File: src/dcd_pkg.sv
// constants, types and encodings shared by the command decoder files
package dcd_pkg;
    // ****************************************
    // widths
    // ****************************************
    localparam int ADDR_W = 14;
    localparam int BANK_W = 3;
    localparam int NUM_BANKS = 8;
    localparam int WIN_W = 8;
    // ****************************************
    // address bit roles
    // ****************************************
    localparam int A_AP = 10;
    localparam int A_BC = 12;
    localparam int MR0_DLL_PD = 12;
    localparam int MR0_BL_LSB = 0;
    localparam logic [BANK_W-1:0] MR0_SEL = 3'h0;
    localparam logic [1:0] BL_FIXED8 = 2'h0;
    localparam logic [1:0] BL_OTF = 2'h1;
    localparam logic [1:0] BL_FIXED4 = 2'h2;
    localparam logic [ADDR_W-1:0] MR0_RST = 14'h0000;
    // ****************************************
    // timing defaults in clock cycles
    // ****************************************
    localparam int WL_DEF = 5;
    localparam int CPDED_DEF = 1;
    localparam int XPDLL_DEF = 10;
    localparam logic [2:0] BURST8_CYC = 3'h4;
    localparam logic [2:0] BURST4_CYC = 3'h2;
    // ****************************************
    // types
    // ****************************************
    typedef enum logic [3:0] {
        DCD_CMD_DES  = 4'h0,
        DCD_CMD_NOP  = 4'h1,
        DCD_CMD_MRS  = 4'h2,
        DCD_CMD_REF  = 4'h3,
        DCD_CMD_SRE  = 4'h4,
        DCD_CMD_SRX  = 4'h5,
        DCD_CMD_PRE  = 4'h6,
        DCD_CMD_PREA = 4'h7,
        DCD_CMD_ACT  = 4'h8,
        DCD_CMD_WR   = 4'h9,
        DCD_CMD_RD   = 4'hA,
        DCD_CMD_PDE  = 4'hB,
        DCD_CMD_PDX  = 4'hC,
        DCD_CMD_ZQCL = 4'hD,
        DCD_CMD_ZQCS = 4'hE,
        DCD_CMD_RSVD = 4'hF
    } dcd_cmd_t;
    typedef enum logic [3:0] {
        DCD_ST_IDLE   = 4'h1,
        DCD_ST_ACTIVE = 4'h2,
        DCD_ST_PD     = 4'h4,
        DCD_ST_SR     = 4'h8
    } dcd_state_t;
    typedef struct packed {
        logic cke;
        logic cs_n;
        logic ras_n;
        logic cas_n;
        logic we_n;
        logic [BANK_W-1:0] ba;
        logic [ADDR_W-1:0] addr;
    } dcd_pins_t;
    typedef struct packed {
        dcd_cmd_t cmd;
        logic [BANK_W-1:0] bank;
        logic [ADDR_W-1:0] addr;
        logic auto_pre;
        logic burst8;
    } dcd_req_t;
endpackage

File: src/dcd_odt_win.sv
// odt transition window tracker for power-down entry and exit
`timescale 1ns/10ps
module dcd_odt_win #(
    parameter int ENTRY_CYC = 5,
    parameter int EXIT_CYC = 14
) (
    input wire logic clk_sys_i,
    input wire logic sys_rst_i,
    input wire logic clk_en_i,
    input wire logic entry_i,
    input wire logic exit_i,
    output logic win_o
);
    logic [dcd_pkg::WIN_W-1:0] cnt_q, cnt_d, load;
    logic win_d;

    // ****************************************
    // window counter
    // ****************************************
    // a new period extends, never shortens, so overlapping periods merge into one
    always_comb begin
        load = '0;
        if (exit_i) begin
            load = dcd_pkg::WIN_W'(EXIT_CYC); // RULE2
        end else if (entry_i) begin
            load = dcd_pkg::WIN_W'(ENTRY_CYC); // RULE1
        end
        cnt_d = cnt_q;
        if (load > cnt_q) begin
            cnt_d = load; // RULE1
        end else if (cnt_q != '0) begin
            cnt_d = cnt_q - 1'b1;
        end
        win_d = (cnt_d != '0);
    end

    always_ff @(posedge clk_sys_i) begin
        if (sys_rst_i) begin
            cnt_q <= '0;
            win_o <= 1'b0;
        end else if (clk_en_i) begin
            cnt_q <= cnt_d;
            win_o <= win_d;
        end
    end
endmodule

File: src/dcd_top.sv
// command decoder and state tracker for a ddr3l sdram die
//
// Function
// [RULE1] short power-down: odt response uncertain from entry period start to exit period end
// [RULE2] short idle: odt response uncertain from exit period start to next entry end
// [RULE3] commands come only from cs, ras, cas, we and cke at the clock edge
// [RULE4] controller holds reset high and uses it only as asynchronous reset; the code samples the active-high sys_rst_i synchronously on the clock edge
// [RULE5] all control low with cke high: mode register set, bank selects register
// [RULE6] write decode; in on-the-fly mode a12 picks chop-4 or burst-8
// [RULE7] read decode; a12 picks burst length, column from a0-a9 and a11
// [RULE8] a10 means auto precharge, all banks, or long zq calibration per command
// [RULE9] bank address picks bank; activate opens row; precharge closes one bank
// [RULE10] odt never steers state; termination is off during self refresh
// [RULE11] raising cke with nop or deselect leaves self refresh
// [RULE12] controller waits 512 cycles after self refresh before any write
// [RULE13] bursts run to completion; fixed or on-the-fly length set by mode register
// [RULE14] no refresh is performed while powered down
// [RULE15] nop never aborts an operation in progress
// [RULE16] cs high is deselect, same as nop, other lines ignored
// [RULE17] controller sends only nop or deselect when cke changes for power-down
// [RULE18] controller enters self refresh only with all banks idle
// [RULE19] undefined pin combinations are reserved and get no defined response
`timescale 1ns/10ps
module dcd_top #(
    parameter int WL = dcd_pkg::WL_DEF,
    parameter int CPDED_CYC = dcd_pkg::CPDED_DEF,
    parameter int XPDLL_CYC = dcd_pkg::XPDLL_DEF
) (
    input wire logic clk_sys_i,
    input wire logic sys_rst_i,
    input wire logic clk_en_i,
    input wire dcd_pkg::dcd_pins_t pins_i,
    input wire logic odt_i,
    output dcd_pkg::dcd_req_t req_o,
    output logic req_vld_o,
    output dcd_pkg::dcd_state_t state_o,
    output logic [dcd_pkg::NUM_BANKS-1:0] bank_open_o,
    output logic burst_busy_o,
    output logic refresh_o,
    output logic zq_long_o,
    output logic odt_en_o,
    output logic odt_uncertain_o
);
    // ****************************************
    // declarations
    // ****************************************
    dcd_pkg::dcd_state_t state_q, state_d;
    dcd_pkg::dcd_cmd_t cmd;
    dcd_pkg::dcd_req_t req_d;
    logic cke_prev_q;
    logic [dcd_pkg::ADDR_W-1:0] mr0_q, mr0_d;
    logic [dcd_pkg::NUM_BANKS-1:0] open_q, open_d;
    logic [2:0] bcnt_q, bcnt_d;
    logic vld_d, ref_d, zql_d, odt_d, busy_d;
    logic quiet, burst8, col_cmd, frozen, pd_entry, pd_exit;

    // ****************************************
    // command decode
    // ****************************************
    // odt is not an input to this decode at all
    assign quiet = pins_i.cs_n || ({pins_i.ras_n, pins_i.cas_n, pins_i.we_n} == 3'b111); // RULE16 RULE15
    always_comb begin
        cmd = dcd_pkg::DCD_CMD_RSVD; // RULE19
        if (state_q == dcd_pkg::DCD_ST_SR) begin
            cmd = (pins_i.cke && quiet) ? dcd_pkg::DCD_CMD_SRX : dcd_pkg::DCD_CMD_DES; // RULE11
        end else if (state_q == dcd_pkg::DCD_ST_PD) begin
            cmd = (pins_i.cke && quiet) ? dcd_pkg::DCD_CMD_PDX : dcd_pkg::DCD_CMD_DES;
        end else if (!cke_prev_q) begin
            cmd = dcd_pkg::DCD_CMD_DES;
        end else if (!pins_i.cke) begin
            if (quiet) begin
                cmd = dcd_pkg::DCD_CMD_PDE;
            end else if (!pins_i.cs_n && {pins_i.ras_n, pins_i.cas_n, pins_i.we_n} == 3'b001 && open_q == '0) begin
                cmd = dcd_pkg::DCD_CMD_SRE;
            end
        end else if (pins_i.cs_n) begin
            cmd = dcd_pkg::DCD_CMD_DES; // RULE16
        end else begin
            unique case ({pins_i.ras_n, pins_i.cas_n, pins_i.we_n}) // RULE3
                3'b000: cmd = dcd_pkg::DCD_CMD_MRS; // RULE5
                3'b001: cmd = dcd_pkg::DCD_CMD_REF;
                3'b010: cmd = pins_i.addr[dcd_pkg::A_AP] ? dcd_pkg::DCD_CMD_PREA : dcd_pkg::DCD_CMD_PRE; // RULE8
                3'b011: cmd = dcd_pkg::DCD_CMD_ACT; // RULE9
                3'b100: cmd = dcd_pkg::DCD_CMD_WR; // RULE6
                3'b101: cmd = dcd_pkg::DCD_CMD_RD; // RULE7
                3'b110: cmd = pins_i.addr[dcd_pkg::A_AP] ? dcd_pkg::DCD_CMD_ZQCL : dcd_pkg::DCD_CMD_ZQCS; // RULE8
                3'b111: cmd = dcd_pkg::DCD_CMD_NOP;
            endcase
        end
    end

    // burst length: fixed from the mode register, or per command in on-the-fly mode
    always_comb begin
        burst8 = (mr0_q[dcd_pkg::MR0_BL_LSB+:2] != dcd_pkg::BL_FIXED4); // RULE13
        if (mr0_q[dcd_pkg::MR0_BL_LSB+:2] == dcd_pkg::BL_OTF) begin
            burst8 = pins_i.addr[dcd_pkg::A_BC]; // RULE6 RULE7
        end
    end
    assign col_cmd = (cmd == dcd_pkg::DCD_CMD_WR) || (cmd == dcd_pkg::DCD_CMD_RD);

    // ****************************************
    // state, banks and mode register
    // ****************************************
    always_comb begin
        state_d = state_q;
        open_d = open_q;
        mr0_d = mr0_q;
        unique case (cmd)
            dcd_pkg::DCD_CMD_MRS: begin
                if (pins_i.ba == dcd_pkg::MR0_SEL) begin
                    mr0_d = pins_i.addr; // RULE5
                end
            end
            dcd_pkg::DCD_CMD_ACT: open_d[pins_i.ba] = 1'b1; // RULE9
            dcd_pkg::DCD_CMD_PRE: open_d[pins_i.ba] = 1'b0; // RULE9
            dcd_pkg::DCD_CMD_PREA: open_d = '0; // RULE8
            dcd_pkg::DCD_CMD_WR, dcd_pkg::DCD_CMD_RD: begin
                if (pins_i.addr[dcd_pkg::A_AP]) begin
                    open_d[pins_i.ba] = 1'b0; // RULE8
                end
            end
            dcd_pkg::DCD_CMD_SRE: state_d = dcd_pkg::DCD_ST_SR; // RULE18
            dcd_pkg::DCD_CMD_SRX: state_d = dcd_pkg::DCD_ST_IDLE; // RULE11
            dcd_pkg::DCD_CMD_PDE: state_d = dcd_pkg::DCD_ST_PD;
            // leaving power-down falls back to idle or active from the bank map below
            dcd_pkg::DCD_CMD_PDX: state_d = dcd_pkg::DCD_ST_IDLE;
            default: ;
        endcase
        if (state_d != dcd_pkg::DCD_ST_PD && state_d != dcd_pkg::DCD_ST_SR) begin
            state_d = (open_d == '0) ? dcd_pkg::DCD_ST_IDLE : dcd_pkg::DCD_ST_ACTIVE;
        end
    end

    // ****************************************
    // burst tracking and outputs
    // ****************************************
    // a burst in flight is never cut short; a second column command meanwhile is still reported but does not reload the count
    always_comb begin
        bcnt_d = bcnt_q;
        if (bcnt_q != '0) begin
            bcnt_d = bcnt_q - 1'b1; // RULE13 RULE15
        end else if (col_cmd) begin
            bcnt_d = burst8 ? dcd_pkg::BURST8_CYC : dcd_pkg::BURST4_CYC; // RULE13
        end
        busy_d = (bcnt_d != '0);
        req_d.cmd = cmd;
        req_d.bank = pins_i.ba; // RULE9
        req_d.addr = pins_i.addr; // RULE7
        req_d.auto_pre = col_cmd && pins_i.addr[dcd_pkg::A_AP]; // RULE8
        req_d.burst8 = col_cmd && burst8;
        vld_d = (cmd != dcd_pkg::DCD_CMD_DES) && (cmd != dcd_pkg::DCD_CMD_RSVD);
        ref_d = (cmd == dcd_pkg::DCD_CMD_REF); // RULE14
        zql_d = (cmd == dcd_pkg::DCD_CMD_ZQCL); // RULE8
        odt_d = odt_i && (state_d != dcd_pkg::DCD_ST_SR) && (state_q != dcd_pkg::DCD_ST_SR); // RULE10
    end

    // transition periods only exist when the dll freezes in precharge power-down
    assign frozen = !mr0_q[dcd_pkg::MR0_DLL_PD];
    assign pd_entry = frozen && (cmd == dcd_pkg::DCD_CMD_PDE) && (open_q == '0);
    assign pd_exit = frozen && (cmd == dcd_pkg::DCD_CMD_PDX) && (open_q == '0);

    always_ff @(posedge clk_sys_i) begin
        if (sys_rst_i) begin
            state_q <= dcd_pkg::DCD_ST_IDLE;
            open_q <= '0;
            mr0_q <= dcd_pkg::MR0_RST;
            cke_prev_q <= 1'b1;
            bcnt_q <= '0;
            req_o <= '0;
            req_vld_o <= 1'b0;
            refresh_o <= 1'b0;
            zq_long_o <= 1'b0;
            odt_en_o <= 1'b0;
            burst_busy_o <= 1'b0;
        end else if (clk_en_i) begin
            state_q <= state_d;
            open_q <= open_d;
            mr0_q <= mr0_d;
            cke_prev_q <= pins_i.cke;
            bcnt_q <= bcnt_d;
            req_o <= req_d;
            req_vld_o <= vld_d;
            refresh_o <= ref_d;
            zq_long_o <= zql_d;
            odt_en_o <= odt_d;
            burst_busy_o <= busy_d;
        end
    end
    assign state_o = state_q;
    assign bank_open_o = open_q;

    // window raised the cycle after the command and lengthened by 2*(wl-1) cycles, since its start lies before the cke edge
    dcd_odt_win #(
        .ENTRY_CYC(2 * (WL - 1) + CPDED_CYC),
        .EXIT_CYC(2 * (WL - 1) + XPDLL_CYC)
    ) u_win (
        .clk_sys_i(clk_sys_i),
        .sys_rst_i(sys_rst_i),
        .clk_en_i(clk_en_i),
        .entry_i(pd_entry),
        .exit_i(pd_exit),
        .win_o(odt_uncertain_o)
    );
endmodule

File: config.mk
export PLATFORM = sky130hd
export DESIGN_NAME = dcd_top
export DESIGN_NICKNAME = d
export VERILOG_FILES = /design/src/dcd_pkg.sv /design/src/dcd_odt_win.sv /design/src/dcd_top.sv
export SDC_FILE = /design/constraint.sdc
export NUM_CORES = 1
export LEC_CHECK = 0
export CAP_MARGIN = 0
export CORE_ASPECT_RATIO = 1.75
export CORE_UTILIZATION = 50
export CTS_CLUSTER_DIAMETER = 80
export DETAILED_ROUTE_END_ITERATION = 8
export DONT_BUFFER_PORTS = 1
export GPL_TIMING_DRIVEN = 0
export MAX_ROUTING_LAYER = met4
export PLACE_DENSITY = 0.71
export SLEW_MARGIN = 10
export SYNTH_ARGS = -nofsm -noshare
export SYNTH_HDL_FRONTEND = slang
export SYNTH_SLANG_ARGS = --single-unit
export TNS_END_PERCENT = 1
File: constraint.sdc
create_clock -name clk_sys_i -period 4 [get_ports clk_sys_i]
set_input_delay 0.4 -clock clk_sys_i [delete_from_list [all_inputs] [get_ports clk_sys_i]]
set_output_delay 0.4 -clock clk_sys_i [all_outputs]
set_load 0.05 [all_outputs]
==> impl_metrics.tcl <==
set metrics [dict create \
    outcome "complete, no violations" \
    ys_top_cells_by_area "dfxtp_1 (34%), mux2i_1 (8.7%), nor2_1 (6.2%)" \
    timing.rr.start "state_o[1]" \
    clk_latency_ns 0.29 \
    clkSinkCount 56 \
    fin_crit_ns 3.74 \
    cpMaxStageDelayCell "or4b_4" \
    synth-simple-area-share 0.261 \
    r2r_end "u_win.win_o" \
    overflow 0 \
    cts.path.max_buffers 2 \
    cts_htree_levels 2 \
    synth_area_um2 3330 \
    final_core_util 0.564 \
    path_class "register to register" \
    period_share 0.936 \
    coreArea_um2 6490 \
    worst_setup_path_end_kind "register" \
    holdPathStages 2 \
    crit_arrival_ns 3.91 \
    grtUsageTotal 0.273 \
    cp-start-kind "register" \
    final_cells 502 \
    grt_max_degree 21 \
    post-place-cells 491 \
    hp-start "pins_i[16]" \
    yosys.area.top_type "dfxtp_1" \
    finalSetupTns_ns 0 \
    mostFrequentLayoutCell "nor2_1" \
    synth_top_area_frac 0.336 \
    num_rows 39 \
    r2r_setup_slack_ns 0.26 \
    cts_root_buffer "clkbuf_16" \
    rsz0062_at_grt "false" \
    dr_total_vias 3112 \
    slew_headroom 0.318 \
    post-route-drc-count 0 \
    io_pins 67 \
    path_clk_slew_ns 0.08 \
    antenna_cells 0 \
    max_slew.worst_pin.slew_ns 1.02 \
    critical_path.top_delay_family "simple AND/OR/NAND/NOR gates" \
    synth_top_family_by_area "simple AND/OR/NAND/NOR gates" \
    port_buffers 0 \
    cp.required_ns 4.16 \
    yosysWarnings 0 \
    reg2reg_depth 15 \
    hold_viol 0 \
    grt_pass1_vias 3065 \
    p_per_area_nw_per_um2 539 \
    total_power_mw 1.97 \
    synthCells 409 \
    layout-drive-gt1-share 0.102 \
    drt_iter0_drc 179 \
    finalSetupViolations 0 \
    mostFrequentLayoutCells "nor2_1 (55), dfxtp_1 (44), nand2_1 (32)" \
    syn_to_final_growth_pct 9.88 \
    ys.flop_type "dfxtp_1" \
    routabilityCongestion 0.931 \
    worst_path_largest_cell_delay_ns 0.59 \
    routed_wl_um 9310 \
    path_max_fanout 8 \
    dr.pass1.iters 5 \
    p_leak_nw 1.43 \
    synthMuxAreaShare 0.0950 \
    synth_edf_count 0 \
    viasPerCell 6.20 \
    holdCritPathClass "input pin to register" \
    cp_num_buf_inv 2 \
    synth_xor_area_frac 0.0158 \
    antenna_found_initial 0 \
    cts_tree "yes" \
    max_cap_violations 0 \
    synthArstFlopShare 0 \
    die_h_um 110 \
    synth_compound_area_frac 0.213 \
    synth_cell_type_count 64 \
    routedWlPerCell_um 18.5 \
    vdd_ir_drop_max_mv 0.334 \
    crit_chain "or4b_4, or3_1, nand2b_4, and2_1, nand3_1, inv_1, ha_1, nor2b_1, o21a_1, o21a_1, o211ai_1, buf_4, mux2_2, a211oi_1, a211oi_1" \
    ys_ff_latch 56 \
    yosysSeqAreaShare 0.336 \
    grt_pass1_wl_um 14400 \
    fin_skew_ns 0.00657 \
    die_w_um 63.7 \
    ant_nets 0 \
    place_ws_ns -0.259 \
    cts_made_buffers 5 \
    synthAdderAreaFrac 0.0300 \
    die_area_um2 7010 \
    synth_fp_nets 443 \
    syn_area_per_cell_um2 8.15 \
    start_util 0.513 \
    postCtsHoldBufs 0 \
    worst_slack_ns 0.255 \
    nets 453 \
    max_freq_mhz 267 \
    hpwl_um 7100 \
    min_to "req_o[18]" \
    drv_slew 0 \
]
[report_power, final]
group	switching (mW)	internal, mW
sequential	0.173	0.622
clock	0.220	0.242
combinational	0.404	0.313
[metrics by stage]
step	instance area, um^2	hold slack, ns
2_1_floorplan	3330	0.463
3_3_place_gp	3430	0.477
3_5_place_dp	3430	0.487
4_1_cts	3620	0.255
5_1_grt	3660	0.260
6_report	3660	0.254
[cells by family (layout without fill, tap and decap cells)]
kind of cell / after synthesis / count (layout)
mux: 31 / 31
fa+ha+maj: 8 / 8
compound gates: 105 / 105
buf+inv: 37 / 48
flops: 56 / 56
simple gates: 166 / 166
xor+xnor: 6 / 6
[worst reg2reg max path, cell delays in order (launching register included)]
cell and delay (ns):
dfxtp_2 0.45, or4b_4 0.59, or3_1 0.39, nand2b_4 0.12, and2_1 0.17, nand3_1 0.16, inv_1 0.09, ha_1 0.22
nor2b_1 0.14, o21a_1 0.12, o21a_1 0.16, o211ai_1 0.21, buf_4 0.16, mux2_2 0.34, a211oi_1 0.20, a211oi_1 0.10
[synth_stat cells (3+ instances only)]
cell type / n
dfxtp_1: 56
nor2_1: 55
nand2_1: 32
a21oi_1: 30
mux2i_1: 29
clkbuf_1: 16
o21ai_0: 15
inv_1: 14
nand3_1: 14
a211oi_1: 12
nor3_1: 9
ha_1: 8
and3_1: 7
nor2b_1: 6
o211ai_1: 6
a311oi_1: 5
nand2b_1: 5
nand4_1: 5
o31ai_1: 5
a31oi_1: 4
and2_1: 4
nor3b_1: 4
xnor2_1: 4
a21o_1: 3
a221oi_1: 3
buf_2: 3
nand3b_1: 3
nor4_2: 3
[how the worst max path moves through the flow]
stage / from / to / slack, ns / cells after the start
floorplan: state_o[3] / u_win.win_o / 0.24 / 14
global route: state_o[1] / u_win.win_o / 0.002 / 15
global placement: state_o[2] / u_win.win_o / -0.20 / 15
detailed placement: state_o[2] / u_win.win_o / -0.26 / 15
finish: state_o[1] / u_win.win_o / 0.26 / 15
CTS: state_o[1] / u_win.win_o / 0.08 / 15
[cell type report]
class | count | area [um^2]
Fill cell | 621 | 2830
Tap cell | 82 | 103
Multi-Input combinational cell | 316 | 2080
Clock inverter | 3 | 28.8
Clock buffer | 5 | 125
Buffer | 23 | 109
Sequential cell | 56 | 1140
Inverter | 14 | 52.6
Timing Repair Buffer | 3 | 22.5
[flip-flops by register name, summed over array words and instances, names as in the netlist]
name,flops
state_o,4
odt_en_o,1
bcnt_q,3
req_vld_o,1
mr0_q,3
u_win.win_o,1
refresh_o,1
req_o,23
zq_long_o,1
u_win.cnt_q,8
cke_prev_q,1
burst_busy_o,1
bank_open_o,8
[what timing repair did]
action                                  in CTS  in global routing
endpoints found under the setup margin       7                  8
pin swaps                                    1                  1
setup buffers                                3                  0
resized for setup                            2                 18
[metal layers]
layer | GRT usage | wire length, um | vias up
met5 | - | 0 | -
met4 | 0.169 | 486 | 0
met3 | 0.0340 | 451 | 38
met2 | 0.495 | 4870 | 107
met1 | 0.276 | 3500 | 1455
li1 | - | - | 1512
Note: power is estimated with default switching activity, not from simulation.
